[config.mk]
export PLATFORM = sky130hd
export DESIGN_NAME = dma_channel_control
export DESIGN_NICKNAME = d
export VERILOG_FILES = /design/src/verilog/dma_chan_pkg.sv /design/src/verilog/dma_channel_control.sv /design/src/verilog/chan_ctrl_unit.sv /design/src/verilog/event_status.sv
export VERILOG_INCLUDE_DIRS = /design/src /design/src/verilog
export SDC_FILE = /design/constraint.sdc
export NUM_CORES = 1
export LEC_CHECK = 0
export BUFFER_PORTS_ARGS = -buffer_cell sky130_fd_sc_hd__buf_2
export CAP_MARGIN = 20
export CORE_ASPECT_RATIO = 0.5
export CORE_MARGIN = 5
export CORE_UTILIZATION = 38
export DETAILED_ROUTE_END_ITERATION = 10
export GPL_TIMING_DRIVEN = 0
export PLACE_DENSITY = 0.67
export SETUP_SLACK_MARGIN = 0.5
export SLEW_MARGIN = 25
export SYNTH_ARGS = -nofsm -noshare
export SYNTH_HDL_FRONTEND = slang
export SYNTH_SLANG_ARGS = --single-unit
[constraint.sdc]
create_clock -name clk -period 2.1 [get_ports clk]
set_input_delay 0.42 -clock clk [delete_from_list [all_inputs] [get_ports clk]]
set_output_delay 0.42 -clock clk [all_outputs]
set_load 0.02 [all_outputs]
[src/verilog/dma_chan_defs.svh]
/*
 * Register map, field positions and reset values of the DMA channel
 * control block. Holds definitions only; included by bare name.
 */
`ifndef DMA_CHAN_DEFS_SVH
`define DMA_CHAN_DEFS_SVH

// ********************************************************************
// register indices (byte address is four times the index)
// ********************************************************************
`define DCC_CH0_INDEX      32'hfffff0e0
`define DCC_CH1_INDEX      32'hfffff0e2
`define DCC_CH2_INDEX      32'hfffff0e4
`define DCC_CH3_INDEX      32'h0ffff0e6

// ********************************************************************
// block-local registers (byte addresses)
// ********************************************************************
`define DCC_BITOP_ADDR     32'h00000010
`define DCC_STATUS_ADDR    32'h00000014
`define DCC_MASK_ADDR      32'h00000018

// ********************************************************************
// channel control register fields
// ********************************************************************
`define DCC_EN_BIT         0
`define DCC_TRIG_BIT       1
`define DCC_FORCE_BIT      2
`define DCC_KEEP_BIT       3
`define DCC_DONE_BIT       7
`define DCC_CTRL_RESET     8'h00
`define DCC_FULL_MASK      8'hff

// ********************************************************************
// bit-access word: channel, bit number, value
// ********************************************************************
`define DCC_BITOP_CH_LSB   0
`define DCC_BITOP_BIT_LSB  2
`define DCC_BITOP_VAL_BIT  8

// ********************************************************************
// event status layout
// ********************************************************************
`define DCC_EVT_HALT_BIT   4
`define DCC_EVT_WIDTH      5
`define DCC_EVT_RESET      5'h00

`endif

[src/verilog/dma_chan_pkg.sv]
/*
 * Types shared by the DMA channel control block.
 * Assumes the defines header is compiled alongside.
 */
package dma_chan_pkg;

   // one write into a channel control register, byte or single bit
   typedef struct packed {
      logic [7:0] mask;
      logic [7:0] data;
   } chanWrite_s;

   // events from the bus-cycle engine for one channel
   typedef struct packed {
      logic lastXfer;
      logic xferDone;
   } chanEvent_s;

   typedef enum logic {
      APB_IDLE,
      APB_ANSWER
   } apbPhase_e;

endpackage

[src/verilog/dma_channel_control.sv]
/*
 * Control and status of four DMA channels behind an APB slave:
 * per-channel control registers, bit-access port, event status and mask.
 * Assumes the bus-cycle engine supplies lastXfer and xferDone pulses and
 * acts on chanEnable, softRequest and forceAbort; inputs are synchronous.
 */
`timescale 1ns/1ps
`include "dma_chan_defs.svh"

module dma_channel_control #(
   parameter int CHANNELS = 4
) (
   input  wire logic                clk,
   input  wire logic                reset_n,
   input  wire logic                ce,
   input  wire logic                psel,
   input  wire logic                penable,
   input  wire logic                pwrite,
   input  wire logic [31:0]         paddr,
   input  wire logic [31:0]         pwdata,
   input  wire logic [3:0]          pstrb,
   output logic      [31:0]         prdata,
   output logic                     pready,
   output logic                     pslverr,
   input  wire logic                dmaHaltInput,
   input  wire logic [CHANNELS-1:0] lastXfer,
   input  wire logic [CHANNELS-1:0] xferDone,
   output logic      [CHANNELS-1:0] chanEnable,
   output logic      [CHANNELS-1:0] softRequest,
   output logic      [CHANNELS-1:0] forceAbort,
   output logic      [CHANNELS-1:0] terminalCountOut,
   output logic                     irq
);

   // ********************************************************************
   // parameter check
   // ********************************************************************
   generate
      if (CHANNELS < 1 || CHANNELS > 4) begin : gBadChannels
         $error("CHANNELS must lie between 1 and 4");
      end
   endgenerate

   // ********************************************************************
   // address decode
   // ********************************************************************
   localparam logic [31:0] CHAN_INDEX [4] = '{`DCC_CH0_INDEX, `DCC_CH1_INDEX,
                                              `DCC_CH2_INDEX, `DCC_CH3_INDEX};

   // index to byte address; the top bits fall off a 32-bit bus
   function automatic logic [31:0] byteAddr(input logic [31:0] index);
      return {index[29:0], 2'b00};
   endfunction

   function automatic logic [CHANNELS-1:0] chanHit(input logic [31:0] addr);
      logic [CHANNELS-1:0] hit;
      hit = '0;
      for (int i = 0; i < CHANNELS; i++) begin
         hit[i] = (addr == byteAddr(CHAN_INDEX[i]));
      end
      return hit;
   endfunction

   function automatic logic [7:0] ctrlView(input logic done, input logic keep, input logic en);
      logic [7:0] v;
      v = `DCC_CTRL_RESET;
      v[`DCC_DONE_BIT] = done;
      v[`DCC_KEEP_BIT] = keep;
      v[`DCC_EN_BIT]   = en;
      return v;
   endfunction

   logic [CHANNELS-1:0] hitNow;
   logic                hitBitop;
   logic                hitStatus;
   logic                hitMask;
   logic                mapped;
   logic                access;
   logic                writeTake;

   assign hitNow    = chanHit(paddr);
   assign hitBitop  = (paddr == `DCC_BITOP_ADDR);
   assign hitStatus = (paddr == `DCC_STATUS_ADDR);
   assign hitMask   = (paddr == `DCC_MASK_ADDR);
   assign mapped    = (|hitNow) | hitBitop | hitStatus | hitMask;
   assign access    = psel & penable;
   // writes land on the edge that completes the transfer
   assign writeTake = access & pready & pwrite;

   // ********************************************************************
   // channel units
   // ********************************************************************
   dma_chan_pkg::chanWrite_s [CHANNELS-1:0] chanWr;
   logic [CHANNELS-1:0] keepBit;
   logic [CHANNELS-1:0] doneFlag;
   logic [CHANNELS-1:0] rdClear;
   logic [2:0]          bitopBit;
   logic [1:0]          bitopChan;
   logic                readCapture;

   assign bitopBit    = pwdata[`DCC_BITOP_BIT_LSB +: 3];
   assign bitopChan   = pwdata[`DCC_BITOP_CH_LSB +: 2];
   assign readCapture = access & ~pready & ~pwrite;

   always_comb begin
      for (int i = 0; i < CHANNELS; i++) begin
         chanWr[i].mask = 8'h00;
         chanWr[i].data = pwdata[7:0];
         if (writeTake && hitNow[i] && pstrb[0]) begin
            chanWr[i].mask = `DCC_FULL_MASK;
         end
         // single-bit write through the bit-access word
         if (writeTake && hitBitop && pstrb[1] && bitopChan == 2'(i)) begin
            chanWr[i].mask = 8'(1) << bitopBit;
            chanWr[i].data = {8{pwdata[`DCC_BITOP_VAL_BIT]}};
         end
         // the flag is never written by software
         chanWr[i].mask[`DCC_DONE_BIT] = 1'b0;
         rdClear[i] = readCapture & hitNow[i];
      end
   end

   generate
      for (genvar g = 0; g < CHANNELS; g++) begin : gChan
         chan_ctrl_unit uUnit (
            .clk              (clk),
            .reset_n          (reset_n),
            .ce               (ce),
            .wr               (chanWr[g]),
            .rdClear          (rdClear[g]),
            .halt             (dmaHaltInput),
            .evt              ({lastXfer[g], xferDone[g]}),
            .chanEnableBit    (chanEnable[g]),
            .keepEnabledBit   (keepBit[g]),
            .xferDoneFlag     (doneFlag[g]),
            .softRequest      (softRequest[g]),
            .forceAbort       (forceAbort[g]),
            .terminalCountOut (terminalCountOut[g])
         );
      end
   endgenerate

   // ********************************************************************
   // events and interrupt
   // ********************************************************************
   logic [`DCC_EVT_WIDTH-1:0] events;
   logic [`DCC_EVT_WIDTH-1:0] status;
   logic [`DCC_EVT_WIDTH-1:0] mask;
   logic                      haltSeen;
   logic                      next_haltSeen;

   always_comb begin
      events = `DCC_EVT_RESET;
      events[CHANNELS-1:0] = xferDone;
      events[`DCC_EVT_HALT_BIT] = dmaHaltInput & ~haltSeen;
      next_haltSeen = dmaHaltInput;
   end

   always_ff @(posedge clk or negedge reset_n) begin
      if (!reset_n) begin
         haltSeen <= 1'b0;
      end else if (ce) begin
         haltSeen <= next_haltSeen;
      end
   end

   event_status #(
      .WIDTH (`DCC_EVT_WIDTH)
   ) uEvents (
      .clk        (clk),
      .reset_n    (reset_n),
      .ce         (ce),
      .events     (events),
      .statusRead (readCapture & hitStatus),
      .maskWrite  (writeTake & hitMask & pstrb[0]),
      .maskData   (pwdata[`DCC_EVT_WIDTH-1:0]),
      .status     (status),
      .mask       (mask),
      .irq        (irq)
   );

   // ********************************************************************
   // apb answer
   // ********************************************************************
   dma_chan_pkg::apbPhase_e phase;
   dma_chan_pkg::apbPhase_e next_phase;
   logic [31:0]             next_prdata;
   logic                    next_pready;
   logic                    next_pslverr;
   logic                    chanRead;
   logic                    next_chanRead;

   always_comb begin
      next_phase    = phase;
      next_prdata   = prdata;
      next_pready   = 1'b0;
      next_pslverr  = 1'b0;
      next_chanRead = 1'b0;
      case (phase)
         dma_chan_pkg::APB_IDLE: begin
            if (access) begin
               next_phase    = dma_chan_pkg::APB_ANSWER;
               next_pready   = 1'b1;
               next_pslverr  = ~mapped;
               next_prdata   = '0;
               next_chanRead = ~pwrite & (|hitNow);
               if (!pwrite) begin
                  for (int i = 0; i < CHANNELS; i++) begin
                     if (hitNow[i]) begin
                        next_prdata[7:0] = ctrlView(doneFlag[i], keepBit[i], chanEnable[i]);
                     end
                  end
                  if (hitStatus) begin
                     next_prdata[`DCC_EVT_WIDTH-1:0] = status;
                  end
                  if (hitMask) begin
                     next_prdata[`DCC_EVT_WIDTH-1:0] = mask;
                  end
               end
            end
         end
         dma_chan_pkg::APB_ANSWER: begin
            next_phase = dma_chan_pkg::APB_IDLE;
         end
         default: begin
            next_phase = dma_chan_pkg::APB_IDLE;
         end
      endcase
   end

   always_ff @(posedge clk or negedge reset_n) begin
      if (!reset_n) begin
         phase    <= dma_chan_pkg::APB_IDLE;
         prdata   <= '0;
         pready   <= 1'b0;
         pslverr  <= 1'b0;
         chanRead <= 1'b0;
      end else if (ce) begin
         phase    <= next_phase;
         prdata   <= next_prdata;
         pready   <= next_pready;
         pslverr  <= next_pslverr;
         chanRead <= next_chanRead;
      end
   end

   generate
      for (genvar g = 0; g < CHANNELS; g++) begin : gChk

      end
   endgenerate
endmodule // dma_channel_control

[src/verilog/chan_ctrl_unit.sv]
/*
 * One channel's control register: enable, keep-enabled, completion
 * flag, forced termination and software trigger.
 * Assumes writes and read-clears arrive as single-cycle strobes.
 */
`timescale 1ns/1ps
`include "dma_chan_defs.svh"

module chan_ctrl_unit (
   input  wire logic                     clk,
   input  wire logic                     reset_n,
   input  wire logic                     ce,
   input  wire dma_chan_pkg::chanWrite_s wr,
   input  wire logic                     rdClear,
   input  wire logic                     halt,
   input  wire dma_chan_pkg::chanEvent_s evt,
   output logic                          chanEnableBit,
   output logic                          keepEnabledBit,
   output logic                          xferDoneFlag,
   output logic                          softRequest,
   output logic                          forceAbort,
   output logic                          terminalCountOut
);

   logic next_chanEnableBit;
   logic next_keepEnabledBit;
   logic next_xferDoneFlag;
   logic next_softRequest;
   logic next_forceAbort;
   logic next_terminalCountOut;
   logic forceHit;
   logic trigHit;

   always_comb begin
      forceHit = wr.mask[`DCC_FORCE_BIT] & wr.data[`DCC_FORCE_BIT];
      trigHit  = wr.mask[`DCC_TRIG_BIT] & wr.data[`DCC_TRIG_BIT];
      next_keepEnabledBit = wr.mask[`DCC_KEEP_BIT] ? wr.data[`DCC_KEEP_BIT] : keepEnabledBit;
      next_chanEnableBit  = wr.mask[`DCC_EN_BIT] ? wr.data[`DCC_EN_BIT] : chanEnableBit;
      if (evt.xferDone && !keepEnabledBit) begin
         next_chanEnableBit = 1'b0;
      end
      // halt and forced stop win over software
      if (halt || forceHit) begin
         next_chanEnableBit = 1'b0;
      end
      next_xferDoneFlag = (xferDoneFlag & ~rdClear) | evt.lastXfer;
      // trigger needs enable, and either a clear flag or the keep bit set
      next_softRequest = trigHit & chanEnableBit & (~xferDoneFlag | keepEnabledBit);
      next_forceAbort = forceHit;
      next_terminalCountOut = evt.xferDone;
   end

   always_ff @(posedge clk or negedge reset_n) begin
      if (!reset_n) begin
         chanEnableBit    <= 1'b0;
         keepEnabledBit   <= 1'b0;
         xferDoneFlag     <= 1'b0;
         softRequest      <= 1'b0;
         forceAbort       <= 1'b0;
         terminalCountOut <= 1'b0;
      end else if (ce) begin
         chanEnableBit    <= next_chanEnableBit;
         keepEnabledBit   <= next_keepEnabledBit;
         xferDoneFlag     <= next_xferDoneFlag;
         softRequest      <= next_softRequest;
         forceAbort       <= next_forceAbort;
         terminalCountOut <= next_terminalCountOut;
      end
   end

endmodule // chan_ctrl_unit

[src/verilog/event_status.sv]
/*
 * Sticky event status with mask and one level interrupt.
 * Assumes statusRead is a single-cycle strobe at the read's data capture.
 */
`timescale 1ns/1ps
`include "dma_chan_defs.svh"

module event_status #(
   parameter int WIDTH = `DCC_EVT_WIDTH
) (
   input  wire logic             clk,
   input  wire logic             reset_n,
   input  wire logic             ce,
   input  wire logic [WIDTH-1:0] events,
   input  wire logic             statusRead,
   input  wire logic             maskWrite,
   input  wire logic [WIDTH-1:0] maskData,
   output logic      [WIDTH-1:0] status,
   output logic      [WIDTH-1:0] mask,
   output logic                  irq
);

   logic [WIDTH-1:0] next_status;
   logic [WIDTH-1:0] next_mask;
   logic             next_irq;

   always_comb begin
      // an event in the clearing cycle survives
      next_status = (statusRead ? '0 : status) | events;
      next_mask   = maskWrite ? maskData : mask;
      next_irq    = |(next_status & next_mask);
   end

   always_ff @(posedge clk or negedge reset_n) begin
      if (!reset_n) begin
         status <= '0;
         mask   <= '0;
         irq    <= 1'b0;
      end else if (ce) begin
         status <= next_status;
         mask   <= next_mask;
         irq    <= next_irq;
      end
   end

endmodule // event_status

# == Yosys cells after proc, flatten, opt, wreduce, memory -nomap -nowiden ==
# Cells that the tools add are included.
# op_classes
n_eq_ne,10
n_shift,1
n_mux,34
bitwise_logic,59
n_reduce_logical,42
# ops
cell,n
"32-bit equality test, second input constant",3
"32-bit by 5-bit equality test with 1-bit output, second input constant",3
12-bit 2-to-1 mux,4
8-bit 2-to-1 mux,5
1-bit bitwise AND,33
"32-bit by 30-bit equality test with 1-bit output, second input constant",1
5-bit 2-to-1 mux,4
1-bit logical AND,18
1-bit 2-to-1 mux,16
4-bit 2-to-1 mux,4
2-bit AND reduction,8
1-bit NOT,13
3-bit nonzero test,4
1-bit bitwise OR,11
5-bit bitwise AND,1
5-bit bitwise OR,1
5-bit OR reduction,1
"2-bit equality test, second input constant",2
1-bit logical NOT,4
1-bit logical OR,4
4-bit OR reduction,1
"1-bit by 3-bit << shifter with 4-bit output, first input constant",1
3-bit AND reduction,1
"2-bit by 1-bit equality test with 1-bit output, second input constant",1
other kinds (2),2
# totals
reg_bits,47
in_bits,83
out_inout_bits,51
elab_cells,178

# == Longest topological paths before layout ==
# Gate-level depths: netlist of run 1.
# depth
ltp_word,11
ltp_mapped,9
mapped_depth_nobuf,7

# == Hierarchy ==
# A second synthesis of run 1 with hierarchy kept.
# hier_totals
cells_unflattened,373
hier_area_um2,3453.3
# by_module_without_submodules
mod,instances,cells_each,area_per_inst_um2,seq_area_each_um2
dma_channel_control,1,233,1771.7,225.2
chan_ctrl_unit,4,25,294.0,150.1
event_status,1,40,505.5,275.3

# == Worst setup path after synthesis of run 1 ==
# OpenSTA, ideal clock, no wires.
# synth_path
kind,input-to-reg
start,in paddr[3]
end,reg uEvents.irq
setup_ns,0.126
arrival_ns,2.487
required_time_ns,1.974
path_slack_ns,-0.513
path_stages,7
n_path_buf,2
cell_sequence,clkbuf_1 > or4b_2 > or4_1 > buf_2 > a21oi_1 > o22ai_1 > o32a_1
# synth_between
elab_chain_cells,6
word_cells_on_any_way,10
cone_classes,eq/ne: 2; mux: 2; bitwise: 5; reduce/logical: 1
# synth_lines
item,line,rtl
from (decl),dma_channel_control.sv:19,"input wire logic [31:0] paddr,"
32-bit by 5-bit equality test with 1-bit output (no source line),--,
1-bit bitwise AND (on tied branches),"dma_channel_control.sv:174, dma_channel_control.sv:175",
5-bit 2-to-1 mux or 1-bit bitwise AND (tied branches),"event_status.sv:29, dma_channel_control.sv:175",
5-bit bitwise OR or 5-bit 2-to-1 mux (tied branches),"event_status.sv:29, event_status.sv:30",
5-bit bitwise AND *,event_status.sv:31,next_irq = |(next_status & next_mask);
5-bit OR reduction *,event_status.sv:31,
to (signal assigned),event_status.sv:42,irq <= next_irq;
to (decl),event_status.sv:20,output logic irq
# Every way passes the cells marked *; elsewhere a longest branch is shown, timed or not.
# A chain may end at the register's enable or synchronous reset.

# == Final worst setup path of run 1 ==
# layout_path
start,in paddr[7]
end,reg uEvents.irq
# Same word-level chain as after synthesis.

==> impl_metrics.tcl, run 1 <==
set metrics [dict create \
    status "complete, but fails checks" \
    violations "setup timing" \
    drv_cap 0 \
    worstMarginPinSlew_ns 0.6951 \
    cp-start-kind "primary input" \
    muxShareOfSynthArea_pct 10.10 \
    synth.cell_area_sq_mm 0.003023 \
    power.internal_uw 1576 \
    final_cells 599 \
    pwr-share-seq_pct 40.8 \
    cp-end-kind "flop" \
    antenna_found_initial 0 \
    slew_violations 0 \
    synth_top_family_by_area "simple AND/OR/NAND/NOR gates" \
    rows 23 \
    clk_path_buf_depth 2 \
    path_cells "buf_2 -> nor4_4 -> nand4_2 -> or3_4 -> or4_4 -> buf_8 -> a21oi_4 -> o22ai_2 -> o32a_1" \
    rr_worst_depth 9 \
    die_w_um 136.1 \
    slew_headroom_pct 53.66 \
    synth-xor-area-share_pct 0 \
    grt_pass1_vias 3117 \
    synth_ff_type "dfrtp_1" \
    ys_types 54 \
    max_freq_mhz 403.5 \
    final.min_clock_period_ns 2.479 \
    hp-class "in2async" \
    ios 134 \
    drt-initial-drc-count 223 \
    port_buffers 75 \
    drc 0 \
    power_switching_uw 566.0 \
    die_y_um 73.07 \
    synth_top_area_share_pct 36.42 \
    post-dp-hpwl_um 7142 \
    setup_viol 25 \
    ys_ff_latch 44 \
    p_leak_uw 0.002137 \
    yosysWarnings 0 \
    p_per_area_mw_per_mm2 455.2 \
    via_count 3193 \
    coreArea_sq_mm 0.007885 \
    synth-adder-area-share_pct 0 \
    area_growth_pct 55.67 \
    cts_root_buf "clkbuf_16" \
    clock_power_share_pct 41.2 \
    worstSkewPairLatency_ns 0.29 \
    synthSimpleGateAreaFrac_pct 22.56 \
    hold_viol 0 \
    cp-startpoint "paddr[7]" \
    ant_nets 0 \
    nets 569 \
    rsz0062_at_grt "true" \
    min_period_over_period_pct 118.0 \
    synth_commonest_cells "44 x dfrtp_1, 42 x buf_4, 38 x nand2_1" \
    async_flop_share_pct 100.0 \
    ir_drop_mv 0.3505 \
    start_util_pct 38.34 \
    routed_wirelength_um 10550 \
    required_ns 2.27 \
    grt_overflow 0 \
    synth_most_common_cell "dfrtp_1" \
    skew_ns 0.007880 \
    synth_compound_area_share_pct 16.97 \
    viasPerCell 5.331 \
    synth.top_cells.by_area "dfrtp_1 36%, buf_4 10%, mux2i_1 5.6%" \
    worstReg2RegEnd "gChan[3].uUnit.keepEnabledBit" \
    setup_ws_ns -0.3785 \
    synthesis.instances 345 \
    avgSynthCellArea_sq_um 8.762 \
    clock_sinks 44 \
    ctsHtreeMaxLevel 2 \
    holdWs_ns 0.1392 \
    placed_cells 557 \
    dieArea_sq_mm 0.009947 \
    path_max_fanout 6 \
    grt_usage_pct 20.67 \
    pre_cts_ws_ns -1.013 \
    arrival_ns 2.65 \
    r2r_start "pready" \
    clk_pin_slew_worst_paths_ns 0.06 \
    numCtsBuffers 5 \
    grt_start_max_net_pins 45 \
    grt_pass1_wl_um 16020 \
    endpoint "uEvents.irq" \
    worstSetupPathType "in2reg" \
    switching_share_pct 26.42 \
    layout-drive-gt1-share_pct 50.31 \
    pwr-share-comb_pct 18.0 \
    cts_hold_buf 0 \
    cts_tree "built" \
    yosysTopAreaCell "dfrtp_1" \
    num_antenna_cells 0 \
    drt_first_pass_iters 5 \
    post_drt_wl_per_cell_um 17.61 \
    gp_congestion 0.9564 \
    r2r_slack_ns -0.19 \
    synth_edf_count 0 \
    fin_tns_setup_ns -4.564 \
    slowest_delay_ns 0.55 \
    critPathSlowestCell "or4_4" \
    seq_area_frac_synth_pct 36.42 \
]
[kinds of logic (layout without fill, tap and decap cells)]
family,after synthesis,count (layout)
and+or+nand+nor,122,122
muxes,29,29
buffers and inverters,69,186
AOI/OAI and AO/OA,80,80
other,1,26
DFF,44,44
[sequential cells by signal (all words and copies together) (netlist names), 4 cells and up]
signal and cells:
uEvents.status 5, prdata 6, gChan.uUnit.keepEnabledBit 4, gChan.uUnit.forceAbort 4
gChan.uUnit.terminalCountOut 4, gChan.uUnit.xferDoneFlag 4, uEvents.mask 5, gChan.uUnit.chanEnableBit 4
gChan.uUnit.softRequest 4
[layer usage]
| metal | part of all wire, % | GRT usage (%) |
|---|---|---|
| met5 | 0.36 | 0 |
| met4 | 1.8 | 6.592 |
| met3 | 9.8 | 4.270 |
| met2 | 46 | 33.42 |
| met1 | 42 | 28.02 |
[worst max-delay path, delay by kind of cell]
family / cells / cell delay, ns
buffers and inverters: 2 / 0.28
AOI/OAI and AO/OA: 3 / 0.55
and+or+nand+nor: 4 / 1.39
[worst min path at each step]
| stage | end | slack [ns] |
|---|---|---|
| 3_5_place_dp | prdata[0] | 0.48 |
| 4_1_cts | gChan[0].uUnit.xferDoneFlag | 0.33 |
| 5_1_grt | gChan[1].uUnit.forceAbort | 0.19 |
| 3_3_place_gp | prdata[2] | 0.47 |
| 2_1_floorplan | gChan[0].uUnit.chanEnableBit | 0.12 |
| 6_report | gChan[1].uUnit.forceAbort | 0.14 |
[through the flow]
stage / utilization (%) / area [sq um] / total power (uW)
floorplan: - / 3226 / 1089
global placement: 47.45 / 3741 / 1225
detailed placement: 47.45 / 3741 / 1228
CTS: 55.89 / 4407 / 2128
global route: 59.68 / 4706 / 2227
finish: 59.68 / 4706 / 2142
[cells in the final DEF (no fill, tap or decap), types with 5 or more instances in the layout]
| cell type | n |
|---|---|
| a21oi_1 | 7 |
| a21oi_2 | 6 |
| a22o_1 | 6 |
| buf_2 | 68 |
| buf_4 | 64 |
| buf_6 | 17 |
| buf_8 | 5 |
| clkbuf_1 | 7 |
| clkbuf_16 | 6 |
| conb_1 | 26 |
| dfrtp_1 | 44 |
| inv_1 | 12 |
| mux2_2 | 8 |
| mux2i_1 | 17 |
| nand2_1 | 35 |
| nand3_1 | 6 |
| nand3_4 | 5 |
| nand4_1 | 10 |
| nor2_1 | 14 |
| nor3_1 | 6 |
| nor4_4 | 7 |
| o21ai_0 | 8 |
| o21ai_1 | 8 |
| o21ai_2 | 6 |
[power groups by stage]
stage          registers [uW]  logic, uW  clock network [uW]
6_report                  873        385                 883
5_1_grt                   875        416                 935
4_1_cts                   873        363                 891
3_5_place_dp              889        339                   0
3_3_place_gp              888        337                   0
2_1_floorplan             893        196                   0
[final cells by class]
cell class / instances / area [sq um]
multi-input cells: 257 / 2081
clock buffers: 6 / 128.9
plain buffers: 56 / 436.7
inverters: 13 / 51.30
well taps: 112 / 140.1
clock inverters: 2 / 35.03
fillers: 676 / 3179
repair buffers: 109 / 732.0
flip-flops and latches: 44 / 1101
[repair_timing]
| action | CTS | global route |
|---|---|---|
| resized for setup | 77 | 49 |
| setup endpoints to repair | 39 | 39 |
| buffers inserted | 20 | 14 |
| pin swaps | 32 | 27 |
Power figures use the tool's default switching activity.
==> run 2: changes to the inputs <==
--- a/config.mk
+++ b/config.mk
@@ -10,10 +10,12 @@
 export CAP_MARGIN = 20
 export CORE_ASPECT_RATIO = 0.5
 export CORE_MARGIN = 5
-export CORE_UTILIZATION = 38
+export CORE_UTILIZATION = 40
 export DETAILED_ROUTE_END_ITERATION = 10
 export GPL_TIMING_DRIVEN = 0
-export PLACE_DENSITY = 0.67
+export PLACE_DENSITY = 0.7
+export RECOVER_POWER = 25
+export REMOVE_ABC_BUFFERS = 1
 export SETUP_SLACK_MARGIN = 0.5
 export SLEW_MARGIN = 25
 export SYNTH_ARGS = -nofsm -noshare
==> run 2 against run 1 <==
The run still ends with setup timing left; design area down 10%; non-clock buffer count is 51 lower; highest routed layer is now met4; sequential share of layout area increased by 2.7 points; sequential power hardly changed; global-route usage decreased by 1.4 points; first-iteration DRC count fell by 0.45%; flip-flop and latch count unchanged; power fell by 2.7%; via count shrank 6.0%; worst hold slack better by 0.19 ns; critical endpoint unchanged.
==> impl_metrics.tcl, run 2 (synthesized netlist as in run 1, its figures left out) <==
set metrics [dict create \
    grt_pass1_vias 2884 \
    grt_start_max_net_pins 45 \
    hp-class "in2reg" \
    reg_top3 "prdata x6, uEvents.mask x5, uEvents.status x5" \
    slew_violations 0 \
    slew_headroom_pct 25.28 \
    post_drt_wl_per_cell_um 18.37 \
    worstMarginPinSlew_ns 1.121 \
    ios 134 \
    place_area_sq_mm 0.003263 \
    max_freq_mhz 412.1 \
    worstSetupPathType "in2reg" \
    status "complete, but fails checks" \
    largest_reg_flops 6 \
    setup_ws_ns -0.3267 \
    grt_overflow 0 \
    area_growth_pct 39.53 \
    grt_usage_pct 19.23 \
    setup_viol 24 \
    hold_viol 0 \
    port_buffers 79 \
    path_max_fanout 6 \
    gp_congestion 0.9019 \
    cts_root_buf "clkbuf_16" \
    post-dp-hpwl_um 6313 \
    viasPerCell 5.643 \
    coreArea_sq_mm 0.007350 \
    start_util_pct 41.13 \
    clk_pin_slew_worst_paths_ns 0.06 \
    antenna_found_initial 0 \
    drt-initial-drc-count 222 \
    ir_drop_mv 0.3192 \
    required_ns 2.27 \
    drv_cap 0 \
    worstSkewPairLatency_ns 0.29 \
    drc 0 \
    cts_tree "built" \
    fillers 605 \
    p_leak_uw 0.001861 \
    num_antenna_cells 0 \
    fin_util_pct 57.39 \
    nets 518 \
    cp-end-kind "flop" \
    skew_ns 0.003430 \
    arrival_ns 2.60 \
    dieArea_sq_mm 0.009501 \
    final_common_cell "buf_2" \
    numCtsBuffers 5 \
    holdWs_ns 0.3250 \
    multi_input_area_sq_mm 0.002028 \
    drt_first_pass_iters 5 \
    grt_pass1_wl_um 14740 \
    violations "setup timing" \
    register_area_sq_mm 0.001101 \
    cp-start-kind "primary input" \
    p_per_area_mw_per_mm2 494.0 \
    ctsHtreeMaxLevel 2 \
    rows 22 \
    ant_nets 0 \
    layout-drive-gt1-share_pct 47.48 \
    final.min_clock_period_ns 2.427 \
    clock_sinks 44 \
    die_y_um 71.47 \
    most-common-layout-cells "71 x buf_2, 44 x dfrtp_1, 30 x nand2_1" \
    min_period_over_period_pct 115.6 \
    rsz0062_at_grt "true" \
    via_count 3002 \
    clk_path_buf_depth 2 \
    routed_wirelength_um 9774 \
    design_area_sq_mm 0.004218 \
    regMostFlops "prdata" \
    die_w_um 132.9 \
]
-- run 2: changes by cell type in the layout (fill, tap and decap cells not counted), moves of 5 or more --
cell      delta
buf_4       -42
buf_8        -5
clkbuf_1     -7
nand2_1      -5
nand2_2      +5
o21ai_0      -6
o21ai_1      +6
-- run 2: where the power goes --
group          internal (uW)  total [uW]  leakage [uW]  switching (uW)
logic                   99.3         316       0.00125             216
clock network            559         895     0.0000798             336
registers                864         873      0.000530            8.19
-- run 2: final timing paths --
path / start / to / slack, ns / cells past startpoint
max in group asynchronous: reset_n / gChan[3].uUnit.xferDoneFlag / 1.09 / 1
min in group asynchronous: reset_n / gChan[0].uUnit.forceAbort / 0.34 / 1
worst max-delay path: paddr[19] / uEvents.irq / -0.33 / 8
worst max register to register: pready / uEvents.irq / 0 / 7
worst min register to register: gChan[0].uUnit.softRequest / gChan[0].uUnit.softRequest / 0.49 / 1
worst min-delay path: lastXfer[1] / gChan[1].uUnit.xferDoneFlag / 0.32 / 3
-- run 2: layout make-up --
type	instances	area share (%)
clock buffer	5	2.966
clock inverter	3	1.009
inverter	13	1.187
multi-input combinational	257	48.09
sequential	44	26.11
tap	96	2.848
timing repair buffer	114	17.80
-- run 2: worst max-delay path, cell delays in order --
cell,delay [ns]
buf_6,0.10
nor4_4,0.28
nand4_2,0.15
or3_4,0.43
or4_4,0.61
a21oi_4,0.20
o22ai_2,0.07
o32a_1,0.34
-- run 2: what timing repair did --
action / CTS / global route
pin swaps: 34 / 29
hold endpoints to repair: 0 / 0
buffers inserted: 24 / 11
gates resized for setup: 90 / 42
hold buffers: 0 / 0
endpoints found under the setup margin: 38 / 38
-- run 2: per-stage QoR --
| step | total power (uW) | setup slack, ns | std cells | setup TNS [ns] |
|---|---|---|---|---|
| after floorplan | 1009 | -0.5027 | 314 | -4.463 |
| after global placement | 1153 | -0.9510 | 489 | -21.03 |
| after detailed placement | 1157 | -0.9617 | 489 | -21.33 |
| after CTS | 2067 | -0.3139 | 521 | -3.018 |
| after global routing | 2149 | -0.4251 | 532 | -6.465 |
| final | 2083 | -0.3267 | 532 | -3.743 |
-- run 2: routing by layer --
| layer | routed length, um | global-route usage (%) | up-vias |
|---|---|---|---|
| li1 | - | - | 1369 |
| met1 | 4003 | 24.80 | 1461 |
| met2 | 4651 | 32.75 | 149 |
| met3 | 947 | 4.348 | 23 |
| met4 | 173 | 5.530 | 0 |
| met5 | 0 | 0 | - |
==> run 3: changes to the inputs <==
==> constraint.sdc (replaced) <==
create_clock -name clk -period 1.9 [get_ports clk]
set_input_delay 0.38 -clock clk [delete_from_list [all_inputs] [get_ports clk]]
set_output_delay 0.38 -clock clk [all_outputs]
set_load 0.02 [all_outputs]
==> run 3 against run 2 <==
The flow still finishes with violations (setup timing); die area is the same; via count grew 1.8%; design area up 0.15%; clock-buffer cell count stayed put; register-to-register slack worse by 0.21 ns; worst hold slack worse by 0.037 ns; global-route usage is 0.076 points higher; first-iteration DRC count up 18%; wire length increased by 0.93%; setup slack got worse by 0.17 ns; critical endpoint unchanged; largest cell class unchanged; largest power group unchanged.
==> impl_metrics.tcl, run 3 (synthesized netlist as in run 1, its figures left out) <==
set metrics [dict create \
    nets 518 \
    slowest_delay_ns 0.61 \
    register_area_sq_mm 0.001101 \
    worstSetupPathType "in2reg" \
    start_util_pct 41.13 \
    drt-met1-wl_um 4016 \
    port_buffers 79 \
    path_cells "buf_6 -> nor4_4 -> nand4_2 -> or3_4 -> or4_4 -> a21oi_4 -> o22ai_2 -> o32a_1" \
    antenna_found_initial 0 \
    status "complete, but fails checks" \
    regMostFlops "prdata" \
    fillers 603 \
    worstPathBufferInverterCount 1 \
    numCtsBuffers 5 \
    max_freq_mhz 417.9 \
    reg_top3 "prdata x6, uEvents.mask x5, uEvents.status x5" \
    cts_hold_buf 0 \
    drc 0 \
    p_leak_uw 0.001862 \
    dieArea_sq_mm 0.009501 \
    num_antenna_cells 0 \
    violations "setup timing" \
    post_drt_wl_per_cell_um 18.54 \
    rows 22 \
    gp_congestion 0.9019 \
    multi_input_area_sq_mm 0.002031 \
    p_per_area_mw_per_mm2 545.9 \
    drt-initial-drc-count 263 \
    rsz0062_at_grt "true" \
    viasPerCell 5.742 \
    required_ns 2.07 \
    setup_viol 34 \
    die_y_um 71.47 \
    met2WireLength_um 4614 \
    clk_path_buf_depth 2 \
    arrival_ns 2.56 \
    clock_sinks 44 \
    area_growth_pct 39.74 \
    grt_pass1_vias 2869 \
    cpLargestDelayFamily "simple AND/OR/NAND/NOR gates" \
    coreArea_sq_mm 0.007350 \
    worstSkewPairLatency_ns 0.29 \
    min_period_over_period_pct 125.9 \
    post-dp-hpwl_um 6313 \
    setup_ws_ns -0.4929 \
    cp-end-kind "flop" \
    path_max_fanout 6 \
    grt_overflow 0 \
    most-common-layout-cells "71 x buf_2, 44 x dfrtp_1, 32 x nand2_1" \
    drt_first_pass_iters 4 \
    drv_cap 0 \
    final_common_cell "buf_2" \
    grt_pass1_wl_um 14790 \
    cp-start-kind "primary input" \
    slew_violations 0 \
    ant_nets 0 \
    grt_usage_pct 19.30 \
    routed_wirelength_um 9865 \
    ios 134 \
    critPathSlowestCell "or4_4" \
    hp-class "in2reg" \
    final.min_clock_period_ns 2.393 \
    cts_tree "built" \
    clk_pin_slew_worst_paths_ns 0.06 \
    cts_root_buf "clkbuf_16" \
    skew_ns 0.002838 \
    die_w_um 132.9 \
    place_area_sq_mm 0.003263 \
    ir_drop_mv 0.3536 \
    highest_layer "met4" \
    slew_headroom_pct 25.36 \
    fin_util_pct 57.47 \
    ctsHtreeMaxLevel 2 \
    routed-wl-met3_um 1016 \
    hold_viol 0 \
    design_area_sq_mm 0.004224 \
    layout-drive-gt1-share_pct 47.02 \
    worstMarginPinSlew_ns 1.120 \
    largest_reg_flops 6 \
    via_count 3055 \
    grt_start_max_net_pins 45 \
]
-- run 3: cell type report --
cell class | count | area share (%)
flip-flops and latches | 44 | 26.07
clock inverters | 3 | 1.007
inverters | 13 | 1.274
repair buffers | 114 | 17.77
clock buffers | 5 | 2.962
well taps | 96 | 2.844
multi-input cells | 257 | 48.07
-- run 3: timing repair --
item / CTS / global route
pin swaps: 35 / 29
buffers inserted: 24 / 11
setup endpoints to repair: 39 / 38
gates resized for setup: 91 / 41
cloned: 0 / 0
-- run 3: worst min-delay path, cell delays in order --
cell	delay (ns)
buf_2	0.07
nand2_1	0.04
nand2_1	0.05
-- run 3: worst paths after layout --
path                                   from  slack [ns]                       endpoint  depth (start not counted)
worst max register to register       pready       -0.21                    uEvents.irq                          7
worst min register to register    prdata[4]        0.48                      prdata[4]                          2
min in group asynchronous           reset_n        0.30      gChan[0].uUnit.forceAbort                          1
worst max-delay path              paddr[19]       -0.49                    uEvents.irq                          8
max in group asynchronous           reset_n        0.92  gChan[2].uUnit.keepEnabledBit                          1
worst min-delay path            lastXfer[1]        0.29    gChan[1].uUnit.xferDoneFlag                          3
-- run 3: where the power goes --
part | internal, uW | leakage, uW | switching, uW | total (uW)
Sequential | 955 | 0.000530 | 9.30 | 965
Combinational | 110 | 0.00125 | 242 | 352
Clock | 618 | 0.0000798 | 371 | 989
-- run 3: routing by layer --
metal | GRT usage [%] | vias up
li1 | - | 1383
met1 | 24.93 | 1459
met2 | 32.70 | 188
met5 | 0 | -
met3 | 4.979 | 25
met4 | 4.839 | 0
-- run 3: per-stage QoR --
stage / cells / hold slack (ns) / setup TNS (ns) / setup WS, ns / power (uW)
after detailed placement: 489 / 0.4691 / -27.41 / -1.122 / 1279
final: 532 / 0.2879 / -8.222 / -0.4929 / 2306
after global placement: 489 / 0.4631 / -27.11 / -1.111 / 1275
after floorplan: 314 / 0.08441 / -8.634 / -0.6627 / 1115
after CTS: 521 / 0.2889 / -6.878 / -0.4739 / 2285
after global routing: 532 / 0.3038 / -11.57 / -0.5765 / 2378
